--- config.mk ---
export PLATFORM = sky130hd
export DESIGN_NAME = tsor_top
export DESIGN_NICKNAME = d
export VERILOG_FILES = /design/src/hw/tsor_pkg.sv /design/src/hw/tsor_top.sv
export SDC_FILE = /design/constraint.sdc
export NUM_CORES = 2
export LEC_CHECK = 0
export ABC_AREA = 1
export BUFFER_PORTS_ARGS = -buffer_cell sky130_fd_sc_hd__buf_2
export CORE_MARGIN = 5
export CORE_UTILIZATION = 40
export CTS_CLUSTER_SIZE = 10
export DETAILED_ROUTE_END_ITERATION = 7
export HOLD_SLACK_MARGIN = 0.03
export PLACE_DENSITY_LB_ADDON = 0.08
export SLEW_MARGIN = 20
export SYNTH_ARGS = -nofsm -noshare
export SYNTH_HDL_FRONTEND = slang
export SYNTH_SLANG_ARGS = --single-unit
--- constraint.sdc ---
create_clock -name core_clk_in -period 19.4 [get_ports core_clk_in]
set_clock_uncertainty 0.2 [all_clocks]
set_input_delay 1.94 -clock core_clk_in [delete_from_list [all_inputs] [get_ports core_clk_in]]
set_output_delay 1.94 -clock core_clk_in [all_outputs]
set_load 0.05 [all_outputs]
--- src/hw/tsor_pkg.sv ---
// constants and types shared by the timer serial output router
package tsor_pkg;

  // ---------------------------------------------------------------
  // clock and serial timing
  // ---------------------------------------------------------------
  localparam int CLK_HZ = 250_000_000;
  localparam int BAUD = 9600;
  localparam int DATA_BITS = 8;
  localparam int STOP_BITS = 1;
  localparam int FRAME_BITS = 1 + DATA_BITS + STOP_BITS;
  // nearest whole cycle keeps the bit-rate error lowest
  localparam int BIT_CYC = (CLK_HZ + BAUD / 2) / BAUD;
  localparam int RUN_PERIOD_MS = 100;
  localparam int RUN_CYC = (CLK_HZ / 1000) * RUN_PERIOD_MS;

  // ---------------------------------------------------------------
  // record and buffer sizes
  // ---------------------------------------------------------------
  localparam int EVT_LEN = 31;
  localparam int RUN_LEN = 13;
  localparam int FIFO_DEPTH = 64;
  localparam int FIFO_AW = 6;

  // ---------------------------------------------------------------
  // characters
  // ---------------------------------------------------------------
  localparam logic [7:0] CH_STX = 8'h02;
  localparam logic [7:0] CH_ETX = 8'h03;
  localparam logic [7:0] CH_ACK = 8'h06;
  localparam logic [7:0] CH_NAK = 8'h15;
  localparam logic [7:0] CH_CR = 8'h0D;
  localparam logic [7:0] CH_SP = 8'h20;
  localparam logic [7:0] CH_COLON = 8'h3A;
  localparam logic [7:0] CH_DOT = 8'h2E;
  localparam logic [7:0] CH_ZERO = 8'h30;
  localparam logic [7:0] CH_ONE = 8'h31;
  localparam logic [7:0] CH_N = 8'h4E;
  localparam logic [7:0] CH_S = 8'h53;
  localparam logic [7:0] CH_T = 8'h54;
  localparam logic [7:0] CH_R = 8'h52;
  localparam logic [7:0] CH_M = 8'h4D;
  localparam logic [7:0] CH_L = 8'h4C;
  localparam logic [7:0] CH_P = 8'h50;
  localparam logic [7:0] CH_X = 8'h58;

  // ---------------------------------------------------------------
  // record kinds and states
  // ---------------------------------------------------------------
  localparam logic [1:0] KIND_NEW = 2'h0;
  localparam logic [1:0] KIND_SYNC = 2'h1;
  localparam logic [1:0] KIND_TIME = 2'h2;

  typedef enum logic [1:0] {TSOR_LINK_NONE, TSOR_LINK_PRN, TSOR_LINK_DISP} tsor_link_t;
  typedef enum logic [1:0] {TSOR_RX_IDLE, TSOR_RX_START, TSOR_RX_DATA, TSOR_RX_STOP} tsor_rx_t;

endpackage

--- src/hw/tsor_top.sv ---
// timer serial output router: record framer, printer buffer and host link routing
`timescale 1ns/1ps

module tsor_uart_tx
  import tsor_pkg::*;
#(
  parameter int BIT_CYC_P = BIT_CYC
) (
  // clock and reset
  input wire logic core_clk_in,
  input wire logic rst_in,
  // byte in
  input wire logic valid_in,
  input wire logic [7:0] data_in,
  output logic ready_out,
  // line
  output logic tx_out
);
  logic busy;
  logic [FRAME_BITS-1:0] shreg;
  logic [3:0] bit_cnt;
  logic [31:0] div;
  logic baud_en;

  assign baud_en = busy && (div == 32'(BIT_CYC_P - 1));
  assign ready_out = !busy;
  assign tx_out = shreg[0];

  always_ff @(posedge core_clk_in or posedge rst_in) begin
    if (rst_in) begin
      div <= '0;
    end else if (!busy || baud_en) begin
      div <= '0;
    end else begin
      div <= div + 32'h1;
    end
  end

  // start bit, eight data bits lsb first, one stop bit
  always_ff @(posedge core_clk_in or posedge rst_in) begin
    if (rst_in) begin
      busy <= 1'b0;
      shreg <= '1;
      bit_cnt <= 4'h0;
    end else if (valid_in && !busy) begin
      busy <= 1'b1;
      shreg <= {{STOP_BITS{1'b1}}, data_in, 1'b0};
      bit_cnt <= 4'h0;
    end else if (baud_en) begin
      shreg <= {1'b1, shreg[FRAME_BITS-1:1]};
      bit_cnt <= bit_cnt + 4'h1;
      if (bit_cnt == 4'(FRAME_BITS - 1)) begin
        busy <= 1'b0;
      end
    end
  end
endmodule

module tsor_top
  import tsor_pkg::*;
#(
  parameter int BIT_CYC_P = BIT_CYC,
  parameter int RUN_CYC_P = RUN_CYC
) (
  // clock and reset
  input wire logic core_clk_in,
  input wire logic rst_in,
  // host serial port
  input wire logic host_rx_in,
  output logic host_tx_out,
  // printer port
  input wire logic prn_ready_in,
  output logic prn_tx_out,
  // display port
  output logic disp_tx_out,
  // timing event records
  input wire logic evt_valid_in,
  output logic evt_ready_out,
  input wire logic [1:0] evt_kind_in,
  input wire logic [15:0] evt_unit_in,
  input wire logic [19:0] evt_seq_in,
  input wire logic [7:0] evt_chan_in,
  input wire logic evt_manual_in,
  input wire logic [47:0] evt_time_in,
  // running time of day, hh mm ss tenths in bcd
  input wire logic [27:0] tod_in,
  // status
  output logic link_prn_out,
  output logic link_disp_out,
  output logic run_en_out
);

  // ---------------------------------------------------------------
  // pin synchronisers
  // ---------------------------------------------------------------
  logic [2:0] hrx_sync;
  logic [2:0] prdy_sync;
  logic hrx_lvl;
  logic prn_rdy;

  always_ff @(posedge core_clk_in or posedge rst_in) begin
    if (rst_in) begin
      hrx_sync <= 3'h7;
      prdy_sync <= 3'h0;
    end else begin
      hrx_sync <= {hrx_sync[1:0], host_rx_in};
      prdy_sync <= {prdy_sync[1:0], prn_ready_in};
    end
  end

  // a level counts only once the second and third stages agree
  always_ff @(posedge core_clk_in or posedge rst_in) begin
    if (rst_in) begin
      hrx_lvl <= 1'b1;
      prn_rdy <= 1'b0;
    end else begin
      if (hrx_sync[1] == hrx_sync[2]) begin
        hrx_lvl <= hrx_sync[2];
      end
      if (prdy_sync[1] == prdy_sync[2]) begin
        prn_rdy <= prdy_sync[2];
      end
    end
  end

  // ---------------------------------------------------------------
  // host receiver
  // ---------------------------------------------------------------
  tsor_rx_t rx_st;
  logic [31:0] rx_div;
  logic [2:0] rx_bit;
  logic [7:0] rx_sh;
  logic rx_valid;
  logic [7:0] rx_byte;

  always_ff @(posedge core_clk_in or posedge rst_in) begin
    if (rst_in) begin
      rx_st <= TSOR_RX_IDLE;
      rx_div <= '0;
      rx_bit <= 3'h0;
      rx_sh <= 8'h00;
      rx_valid <= 1'b0;
      rx_byte <= 8'h00;
    end else begin
      rx_valid <= 1'b0;
      rx_div <= rx_div + 32'h1;
      case (rx_st)
        TSOR_RX_IDLE: begin
          rx_div <= '0;
          if (!hrx_lvl) begin
            rx_st <= TSOR_RX_START;
          end
        end
        TSOR_RX_START: begin
          // half a bit in, so data is sampled mid-cell
          if (rx_div == 32'(BIT_CYC_P / 2 - 1)) begin
            rx_div <= '0;
            rx_bit <= 3'h0;
            rx_st <= hrx_lvl ? TSOR_RX_IDLE : TSOR_RX_DATA;
          end
        end
        TSOR_RX_DATA: begin
          if (rx_div == 32'(BIT_CYC_P - 1)) begin
            rx_div <= '0;
            rx_sh <= {hrx_lvl, rx_sh[7:1]};
            rx_bit <= rx_bit + 3'h1;
            if (rx_bit == 3'h7) begin
              rx_st <= TSOR_RX_STOP;
            end
          end
        end
        TSOR_RX_STOP: begin
          if (rx_div == 32'(BIT_CYC_P - 1)) begin
            rx_st <= TSOR_RX_IDLE;
            rx_valid <= hrx_lvl;
            rx_byte <= rx_sh;
          end
        end
        default: rx_st <= TSOR_RX_IDLE;
      endcase
    end
  end

  // ---------------------------------------------------------------
  // command frames and linking
  // ---------------------------------------------------------------
  logic in_frame;
  logic [2:0] fr_len;
  logic [7:0] fr_b2;
  logic [7:0] fr_b1;
  logic [7:0] fr_b0;
  logic frame_end;
  logic frame_ok;
  logic is_lp;
  logic is_ll;
  logic is_lx;
  logic is_pl;
  logic is_p1;
  logic ack_set;
  tsor_link_t link;
  logic run_en;

  assign frame_end = rx_valid && in_frame && (rx_byte == CH_ETX);
  assign frame_ok = frame_end && (fr_len == 3'h3) && (8'(fr_b2 + fr_b1) == fr_b0);
  assign is_lp = frame_ok && ({fr_b2, fr_b1} == {CH_L, CH_P});
  assign is_ll = frame_ok && ({fr_b2, fr_b1} == {CH_L, CH_L});
  assign is_lx = frame_ok && ({fr_b2, fr_b1} == {CH_L, CH_X});
  assign is_pl = frame_ok && ({fr_b2, fr_b1} == {CH_P, CH_L});
  assign is_p1 = frame_ok && ({fr_b2, fr_b1} == {CH_P, CH_ONE});
  assign ack_set = frame_end && ((link == TSOR_LINK_NONE) || is_lx);

  // last three bytes are command letters and checksum
  always_ff @(posedge core_clk_in or posedge rst_in) begin
    if (rst_in) begin
      in_frame <= 1'b0;
      fr_len <= 3'h0;
      fr_b2 <= 8'h00;
      fr_b1 <= 8'h00;
      fr_b0 <= 8'h00;
    end else if (rx_valid) begin
      if (rx_byte == CH_STX) begin
        in_frame <= 1'b1;
        fr_len <= 3'h0;
      end else if (frame_end) begin
        in_frame <= 1'b0;
      end else if (in_frame) begin
        {fr_b2, fr_b1, fr_b0} <= {fr_b1, fr_b0, rx_byte};
        fr_len <= (fr_len == 3'h4) ? fr_len : fr_len + 3'h1;
      end
    end
  end

  always_ff @(posedge core_clk_in or posedge rst_in) begin
    if (rst_in) begin
      link <= TSOR_LINK_NONE;
    end else if (link == TSOR_LINK_NONE) begin
      if (is_lp) begin
        link <= TSOR_LINK_PRN;
      end else if (is_ll) begin
        link <= TSOR_LINK_DISP;
      end
    end else if (is_lx) begin
      link <= TSOR_LINK_NONE;
    end
  end

  // parameter commands are ignored while linked
  always_ff @(posedge core_clk_in or posedge rst_in) begin
    if (rst_in) begin
      run_en <= 1'b0;
    end else if (link == TSOR_LINK_NONE) begin
      if (is_pl) begin
        run_en <= 1'b1;
      end else if (is_p1) begin
        run_en <= 1'b0;
      end
    end
  end

  assign link_prn_out = (link == TSOR_LINK_PRN);
  assign link_disp_out = (link == TSOR_LINK_DISP);
  assign run_en_out = run_en;

  // ---------------------------------------------------------------
  // acknowledge to host
  // ---------------------------------------------------------------
  logic ack_pend;
  logic [7:0] ack_byte;
  logic host_rdy;

  always_ff @(posedge core_clk_in or posedge rst_in) begin
    if (rst_in) begin
      ack_pend <= 1'b0;
      ack_byte <= 8'h00;
    end else if (ack_set) begin
      ack_pend <= 1'b1;
      ack_byte <= (is_lp || is_ll || is_lx || is_pl || is_p1) ? CH_ACK : CH_NAK;
    end else if (host_rdy) begin
      ack_pend <= 1'b0;
    end
  end

  tsor_uart_tx #(.BIT_CYC_P(BIT_CYC_P)) u_host_tx (
    .core_clk_in(core_clk_in),
    .rst_in(rst_in),
    .valid_in(ack_pend),
    .data_in(ack_byte),
    .ready_out(host_rdy),
    .tx_out(host_tx_out)
  );

  // ---------------------------------------------------------------
  // forwarded host text, one byte held for whichever port is linked
  // ---------------------------------------------------------------
  logic fwd_ok;
  logic fwd_prn_v;
  logic fwd_disp_v;
  logic [7:0] fwd_byte;
  logic fwd_push;
  logic fwd_disp_take;

  // a single hold byte is enough only because the host paces its text
  assign fwd_ok = rx_valid && !in_frame && (rx_byte != CH_STX);

  always_ff @(posedge core_clk_in or posedge rst_in) begin
    if (rst_in) begin
      fwd_prn_v <= 1'b0;
      fwd_disp_v <= 1'b0;
      fwd_byte <= 8'h00;
    end else begin
      if (fwd_ok && link != TSOR_LINK_NONE) begin
        fwd_byte <= rx_byte;
      end
      if (fwd_ok && link == TSOR_LINK_PRN) begin
        fwd_prn_v <= 1'b1;
      end else if (fwd_push) begin
        fwd_prn_v <= 1'b0;
      end
      if (fwd_ok && link == TSOR_LINK_DISP) begin
        fwd_disp_v <= 1'b1;
      end else if (fwd_disp_take) begin
        fwd_disp_v <= 1'b0;
      end
    end
  end

  // ---------------------------------------------------------------
  // event record framer
  // ---------------------------------------------------------------
  logic evt_busy;
  logic [4:0] ev_idx;
  logic [1:0] ev_kind;
  logic [15:0] ev_unit;
  logic [19:0] ev_seq;
  logic [7:0] ev_chan;
  logic ev_man;
  logic [47:0] ev_time;
  logic [7:0] ev_char;
  logic evt_push;

  function automatic logic [7:0] dig(input logic [3:0] d);
    return CH_ZERO + {4'h0, d};
  endfunction

  assign evt_ready_out = !evt_busy;

  always_ff @(posedge core_clk_in or posedge rst_in) begin
    if (rst_in) begin
      evt_busy <= 1'b0;
      ev_idx <= 5'h00;
      ev_kind <= KIND_NEW;
      ev_unit <= 16'h0000;
      ev_seq <= 20'h00000;
      ev_chan <= 8'h00;
      ev_man <= 1'b0;
      ev_time <= 48'h000000000000;
    end else if (!evt_busy && evt_valid_in) begin
      evt_busy <= 1'b1;
      ev_idx <= 5'h00;
      ev_kind <= evt_kind_in;
      ev_unit <= evt_unit_in;
      ev_seq <= evt_seq_in;
      ev_chan <= evt_chan_in;
      ev_man <= evt_manual_in;
      ev_time <= evt_time_in;
    end else if (evt_push) begin
      ev_idx <= ev_idx + 5'h01;
      if (ev_idx == 5'(EVT_LEN - 1)) begin
        evt_busy <= 1'b0;
      end
    end
  end

  always_comb begin
    case (ev_idx)
      5'h00: ev_char = (ev_kind == KIND_NEW) ? CH_N : (ev_kind == KIND_SYNC) ? CH_S : CH_T;
      5'h01: ev_char = dig(ev_unit[15:12]);
      5'h02: ev_char = dig(ev_unit[11:8]);
      5'h03: ev_char = dig(ev_unit[7:4]);
      5'h04: ev_char = dig(ev_unit[3:0]);
      5'h06: ev_char = dig(ev_seq[19:16]);
      5'h07: ev_char = dig(ev_seq[15:12]);
      5'h08: ev_char = dig(ev_seq[11:8]);
      5'h09: ev_char = dig(ev_seq[7:4]);
      5'h0A: ev_char = dig(ev_seq[3:0]);
      5'h0C: ev_char = ev_man ? CH_M : dig(ev_chan[7:4]);
      5'h0D: ev_char = dig(ev_chan[3:0]);
      5'h0F: ev_char = dig(ev_time[47:44]);
      5'h10: ev_char = dig(ev_time[43:40]);
      5'h11: ev_char = CH_COLON;
      5'h12: ev_char = dig(ev_time[39:36]);
      5'h13: ev_char = dig(ev_time[35:32]);
      5'h14: ev_char = CH_COLON;
      5'h15: ev_char = dig(ev_time[31:28]);
      5'h16: ev_char = dig(ev_time[27:24]);
      5'h17: ev_char = CH_DOT;
      5'h18: ev_char = dig(ev_time[23:20]);
      5'h19: ev_char = dig(ev_time[19:16]);
      5'h1A: ev_char = dig(ev_time[15:12]);
      5'h1B: ev_char = dig(ev_time[11:8]);
      5'h1C: ev_char = dig(ev_time[7:4]);
      5'h1D: ev_char = dig(ev_time[3:0]);
      5'h1E: ev_char = CH_CR;
      default: ev_char = CH_SP;
    endcase
  end

  // ---------------------------------------------------------------
  // printer buffer, drained only while the printer is ready
  // ---------------------------------------------------------------
  logic [7:0] fifo_mem [FIFO_DEPTH];
  logic [FIFO_AW-1:0] wr_ptr;
  logic [FIFO_AW-1:0] rd_ptr;
  logic [FIFO_AW:0] fifo_cnt;
  logic fifo_full;
  logic fifo_empty;
  logic push;
  logic [7:0] wdata;
  logic prn_tx_rdy;
  logic prn_take;

  assign fifo_full = (fifo_cnt == (FIFO_AW + 1)'(FIFO_DEPTH));
  assign fifo_empty = (fifo_cnt == '0);
  // a full buffer stalls the framer, never drops a character
  assign evt_push = evt_busy && !fifo_full;
  assign fwd_push = !evt_busy && fwd_prn_v && !fifo_full;
  assign push = evt_push || fwd_push;
  assign wdata = evt_busy ? ev_char : fwd_byte;
  assign prn_take = prn_rdy && !fifo_empty && prn_tx_rdy;

  always_ff @(posedge core_clk_in) begin
    if (push) begin
      fifo_mem[wr_ptr] <= wdata;
    end
  end

  always_ff @(posedge core_clk_in or posedge rst_in) begin
    if (rst_in) begin
      wr_ptr <= '0;
      rd_ptr <= '0;
      fifo_cnt <= '0;
    end else begin
      if (push) begin
        wr_ptr <= wr_ptr + 1'b1;
      end
      if (prn_take) begin
        rd_ptr <= rd_ptr + 1'b1;
      end
      if (push && !prn_take) begin
        fifo_cnt <= fifo_cnt + 1'b1;
      end else if (!push && prn_take) begin
        fifo_cnt <= fifo_cnt - 1'b1;
      end
    end
  end

  tsor_uart_tx #(.BIT_CYC_P(BIT_CYC_P)) u_prn_tx (
    .core_clk_in(core_clk_in),
    .rst_in(rst_in),
    .valid_in(prn_take),
    .data_in(fifo_mem[rd_ptr]),
    .ready_out(prn_tx_rdy),
    .tx_out(prn_tx_out)
  );

  // ---------------------------------------------------------------
  // running time record on the display port
  // ---------------------------------------------------------------
  logic [31:0] run_div;
  logic run_pend;
  logic run_busy;
  logic [3:0] run_idx;
  logic [27:0] run_tod;
  logic [7:0] run_char;
  logic disp_rdy;
  logic run_take;

  assign run_take = run_busy && disp_rdy;
  assign fwd_disp_take = !run_busy && fwd_disp_v && disp_rdy;

  always_ff @(posedge core_clk_in or posedge rst_in) begin
    if (rst_in) begin
      run_div <= '0;
      run_pend <= 1'b0;
    end else if (!run_en) begin
      run_div <= '0;
      run_pend <= 1'b0;
    end else if (run_div == 32'(RUN_CYC_P - 1)) begin
      run_div <= '0;
      run_pend <= 1'b1;
    end else begin
      run_div <= run_div + 32'h1;
      if (!run_busy) begin
        run_pend <= 1'b0;
      end
    end
  end

  always_ff @(posedge core_clk_in or posedge rst_in) begin
    if (rst_in) begin
      run_busy <= 1'b0;
      run_idx <= 4'h0;
      run_tod <= 28'h0000000;
    end else if (!run_busy && run_pend && run_en) begin
      run_busy <= 1'b1;
      run_idx <= 4'h0;
      run_tod <= tod_in;
    end else if (run_take) begin
      run_idx <= run_idx + 4'h1;
      if (run_idx == 4'(RUN_LEN - 1)) begin
        run_busy <= 1'b0;
      end
    end
  end

  always_comb begin
    case (run_idx)
      4'h0: run_char = CH_R;
      4'h2: run_char = dig(run_tod[27:24]);
      4'h3: run_char = dig(run_tod[23:20]);
      4'h4: run_char = CH_COLON;
      4'h5: run_char = dig(run_tod[19:16]);
      4'h6: run_char = dig(run_tod[15:12]);
      4'h7: run_char = CH_COLON;
      4'h8: run_char = dig(run_tod[11:8]);
      4'h9: run_char = dig(run_tod[7:4]);
      4'hA: run_char = CH_DOT;
      4'hB: run_char = dig(run_tod[3:0]);
      4'hC: run_char = CH_CR;
      default: run_char = CH_SP;
    endcase
  end

  tsor_uart_tx #(.BIT_CYC_P(BIT_CYC_P)) u_disp_tx (
    .core_clk_in(core_clk_in),
    .rst_in(rst_in),
    .valid_in(run_busy || fwd_disp_v),
    .data_in(run_busy ? run_char : fwd_byte),
    .ready_out(disp_rdy),
    .tx_out(disp_tx_out)
  );
endmodule

==> results_dict.tcl <==
set metrics [dict create \
    status "finished clean" \
    slowest_delay_ns 0.78 \
    cp-start-kind "register" \
    drt_iter0_drc 2121 \
    powerDensity_nw_per_um2 130 \
    start_util 0.403 \
    cts_resized 0 \
    min_to "hrx_sync[1]" \
    syn-instance-count 4471 \
    power.switching_mw 2.11 \
    final-hold-violation-count 0 \
    path_cells "inv_2 -> buf_2" \
    die_x_um 338 \
    synth_nets 4646 \
    rsz0062_at_grt "no" \
    cts.sinks 943 \
    async_reset_ff_frac 0.457 \
    first_global_vias 31700 \
    seqPwrFrac 0.463 \
    r2r_setup_slack_ns 15.55 \
    yosysTopAreaCellShare 0.356 \
    critPathMaxFanout 14 \
    yosysTopAreaCell "edfxtp_1" \
    yosysMostFrequentCell "nand2_1" \
    setup_tns_ns 0 \
    critPathCaptureType "output port" \
    rows 120 \
    p_int_mw 4.20 \
    cts_made_buffers 108 \
    clock_path_buffers 3 \
    grt_pass1_wl_um 183000 \
    cts_tree "built" \
    relSlewSlack 0.310 \
    routabilityCongestion 0.851 \
    fp.dieH_um 338 \
    grt_start_max_net_pins 181 \
    reg2reg_from "evt_busy" \
    core_area_um2 107000 \
    drv_cap 0 \
    yosys-top-cells-count "nand2_1 (956), nor2_1 (613), edfxtp_1 (512), dfrtp_1 (400), o21ai_0 (388)" \
    setup_violations 0 \
    numPortBuffers 134 \
    cts_root_buf "clkbuf_16" \
    io_pins 135 \
    cts_setup_buffers 0 \
    dp_hpwl_um 73000 \
    static-leakage-power_nw 19.0 \
    yosys_warnings 0 \
    slew_violations 0 \
    synth-edff-count 512 \
    syn-mean-instance-area_um2 9.65 \
    syn2layout_area_growth_pct 12.2 \
    fill_cells 10400 \
    drt_pre_antenna_iters 8 \
    fin_crit_sh 0.210 \
    ys_ff_latch 943 \
    hold_class "reg -> reg" \
    antenna_left 0 \
    synthDistinctLibCells 67 \
    die_area_um2 115000 \
    routed_wl_um 116000 \
    cp.arrival_ns 1.94 \
    vias 31600 \
    cts_hold_buf 0 \
    vdd_drop_max_uv 152 \
    max_freq_ghz 0.245 \
    totalPowerFinal_mw 6.31 \
    ys_seq_area_frac 0.607 \
    layout.nets 4751 \
    viasPerCell 5.21 \
    r2r_cells 6 \
    finalCriticalPeriod_ns 4.08 \
    layout-drive-gt1-share 0.0960 \
    p_comb_frac 0.234 \
    yosys-top-cells-area "edfxtp_1 (36%), dfrtp_1 (23%), nand2_1 (8.3%), nor2_1 (5.3%), o21ai_0 (4.5%)" \
    timing.hold.ws_ns 0.156 \
    hold_start "hrx_sync[0]" \
    insertion_delay_ns 0.68 \
    groute.usage.overall 0.199 \
    worstPathRequired_ns 17.26 \
    route.detailed.drc 0 \
    r2r_end "fifo_mem[58][1]" \
    wl_per_cell_um 19.1 \
    swShare 0.335 \
    synthFlopType "edfxtp_1" \
    crit_type "reg -> out" \
    h-tree-depth 3 \
    synth_area_um2 43100 \
    clk_pin_slew_ns 0.06 \
    antenna_found_initial 2 \
    critPathSlowestCell "dfrtp_1" \
    grt-ovfl-total 0 \
    clkPwrFrac 0.303 \
    hold_depth 0 \
    tightest_slew_ns 1.03 \
]
-- metrics by stage --
stage	util	setup WS (ns)	area, um^2	std cells
3_5_place_dp	0.422	14.62	45100	5869
5_1_grt	0.452	15.05	48400	6060
6_report	0.452	15.32	48400	6061
4_1_cts	0.452	15.25	48400	6060
3_3_place_gp	0.422	14.64	45100	5869
2_1_floorplan	-	5.31	43100	4471
-- power by group through the flow --
stage | combinational, mW | sequential [mW] | clock [mW]
finish | 1.48 | 2.92 | 1.91
global route | 1.64 | 2.95 | 2.04
CTS | 1.50 | 2.92 | 1.97
detailed placement | 1.50 | 2.96 | 0
global placement | 1.49 | 2.96 | 0
floorplan | 0.872 | 2.92 | 0
-- routing by layer --
layer  vias to the layer above  track usage  share of wire
met1                     15300        0.280           0.47
met4                         2       0.0573          0.028
met2                       641        0.323           0.46
li1                      15400            -              -
met5                         -            0        0.00011
met3                       189       0.0296          0.042
-- worst max path at each step --
stage                         from                          to  slack [ns]  cells after the start
after floorplan             rst_in  asynchronous set/reset pin        5.31                      1
after global placement      rst_in                  rx_div[28]       14.64                      4
after detailed placement    rst_in                  rx_div[30]       14.62                      4
after CTS                 evt_busy               evt_ready_out       15.25                      2
after global routing        rst_in                  rx_div[30]       15.05                      4
final                     evt_busy               evt_ready_out       15.32                      2
-- layout make-up --
type / instances / area, um^2 / share of cell area
Sequential cell: 943 / 26200 / 0.542
Multi-Input combinational cell: 2992 / 14800 / 0.307
Clock buffer: 186 / 3170 / 0.0655
Tap cell: 1403 / 1760 / 0.0363
Inverter: 365 / 1390 / 0.0286
Timing Repair Buffer: 166 / 936 / 0.0193
Clock inverter: 5 / 80.1 / 0.00165
Antenna cell: 1 / 2.50 / 0.0000517
-- state kept, by name, indices dropped and copies added, names as in the netlist, 16 cells and up, named ones only --
register / count
u_prn_tx.div: 32
u_disp_tx.div: 32
fifo_mem: 512
run_div: 32
u_host_tx.div: 32
rx_div: 32
ev_seq: 20
run_tod: 28
ev_time: 48
ev_unit: 16
-- cell usage in the layout, fill, tap and decap left out, types with 45 or more instances in the layout --
cell       synthesis  final
a21oi_1          103    103
buf_2             74    134
clkbuf_1          78     65
clkbuf_16          0    112
dfrtp_1          400    397
edfxtp_1         512    512
ha_1              45     45
inv_1            341    339
nand2_1          956    951
nand3_1          209    209
nand4_1           81     81
nor2_1           613    609
nor3_1           105    103
nor4_1            50     50
o211ai_1          57     57
o21ai_0          388    386
o22ai_1           62     62
xor2_1            83     83
-- cells by family (layout without fill, tap and decap cells) --
kind of cell	Yosys count	in the layout	share of synthesized area
xor+xnor	103	103	0.0209
flops	943	943	0.607
simple gates	2134	2134	0.216
buf+inv	536	722	0.0499
other cells	0	1	0
mux	2	2	0.000493
fa+ha+maj	49	49	0.0144
compound gates	704	704	0.0907
-- worst max-delay path: cells and delay by family, from the launching register on --
kind / cells / cell delay, ns
DFF: 1 / 0.78
buffers and inverters: 2 / 0.48
Power figures use the tool's default switching activity.
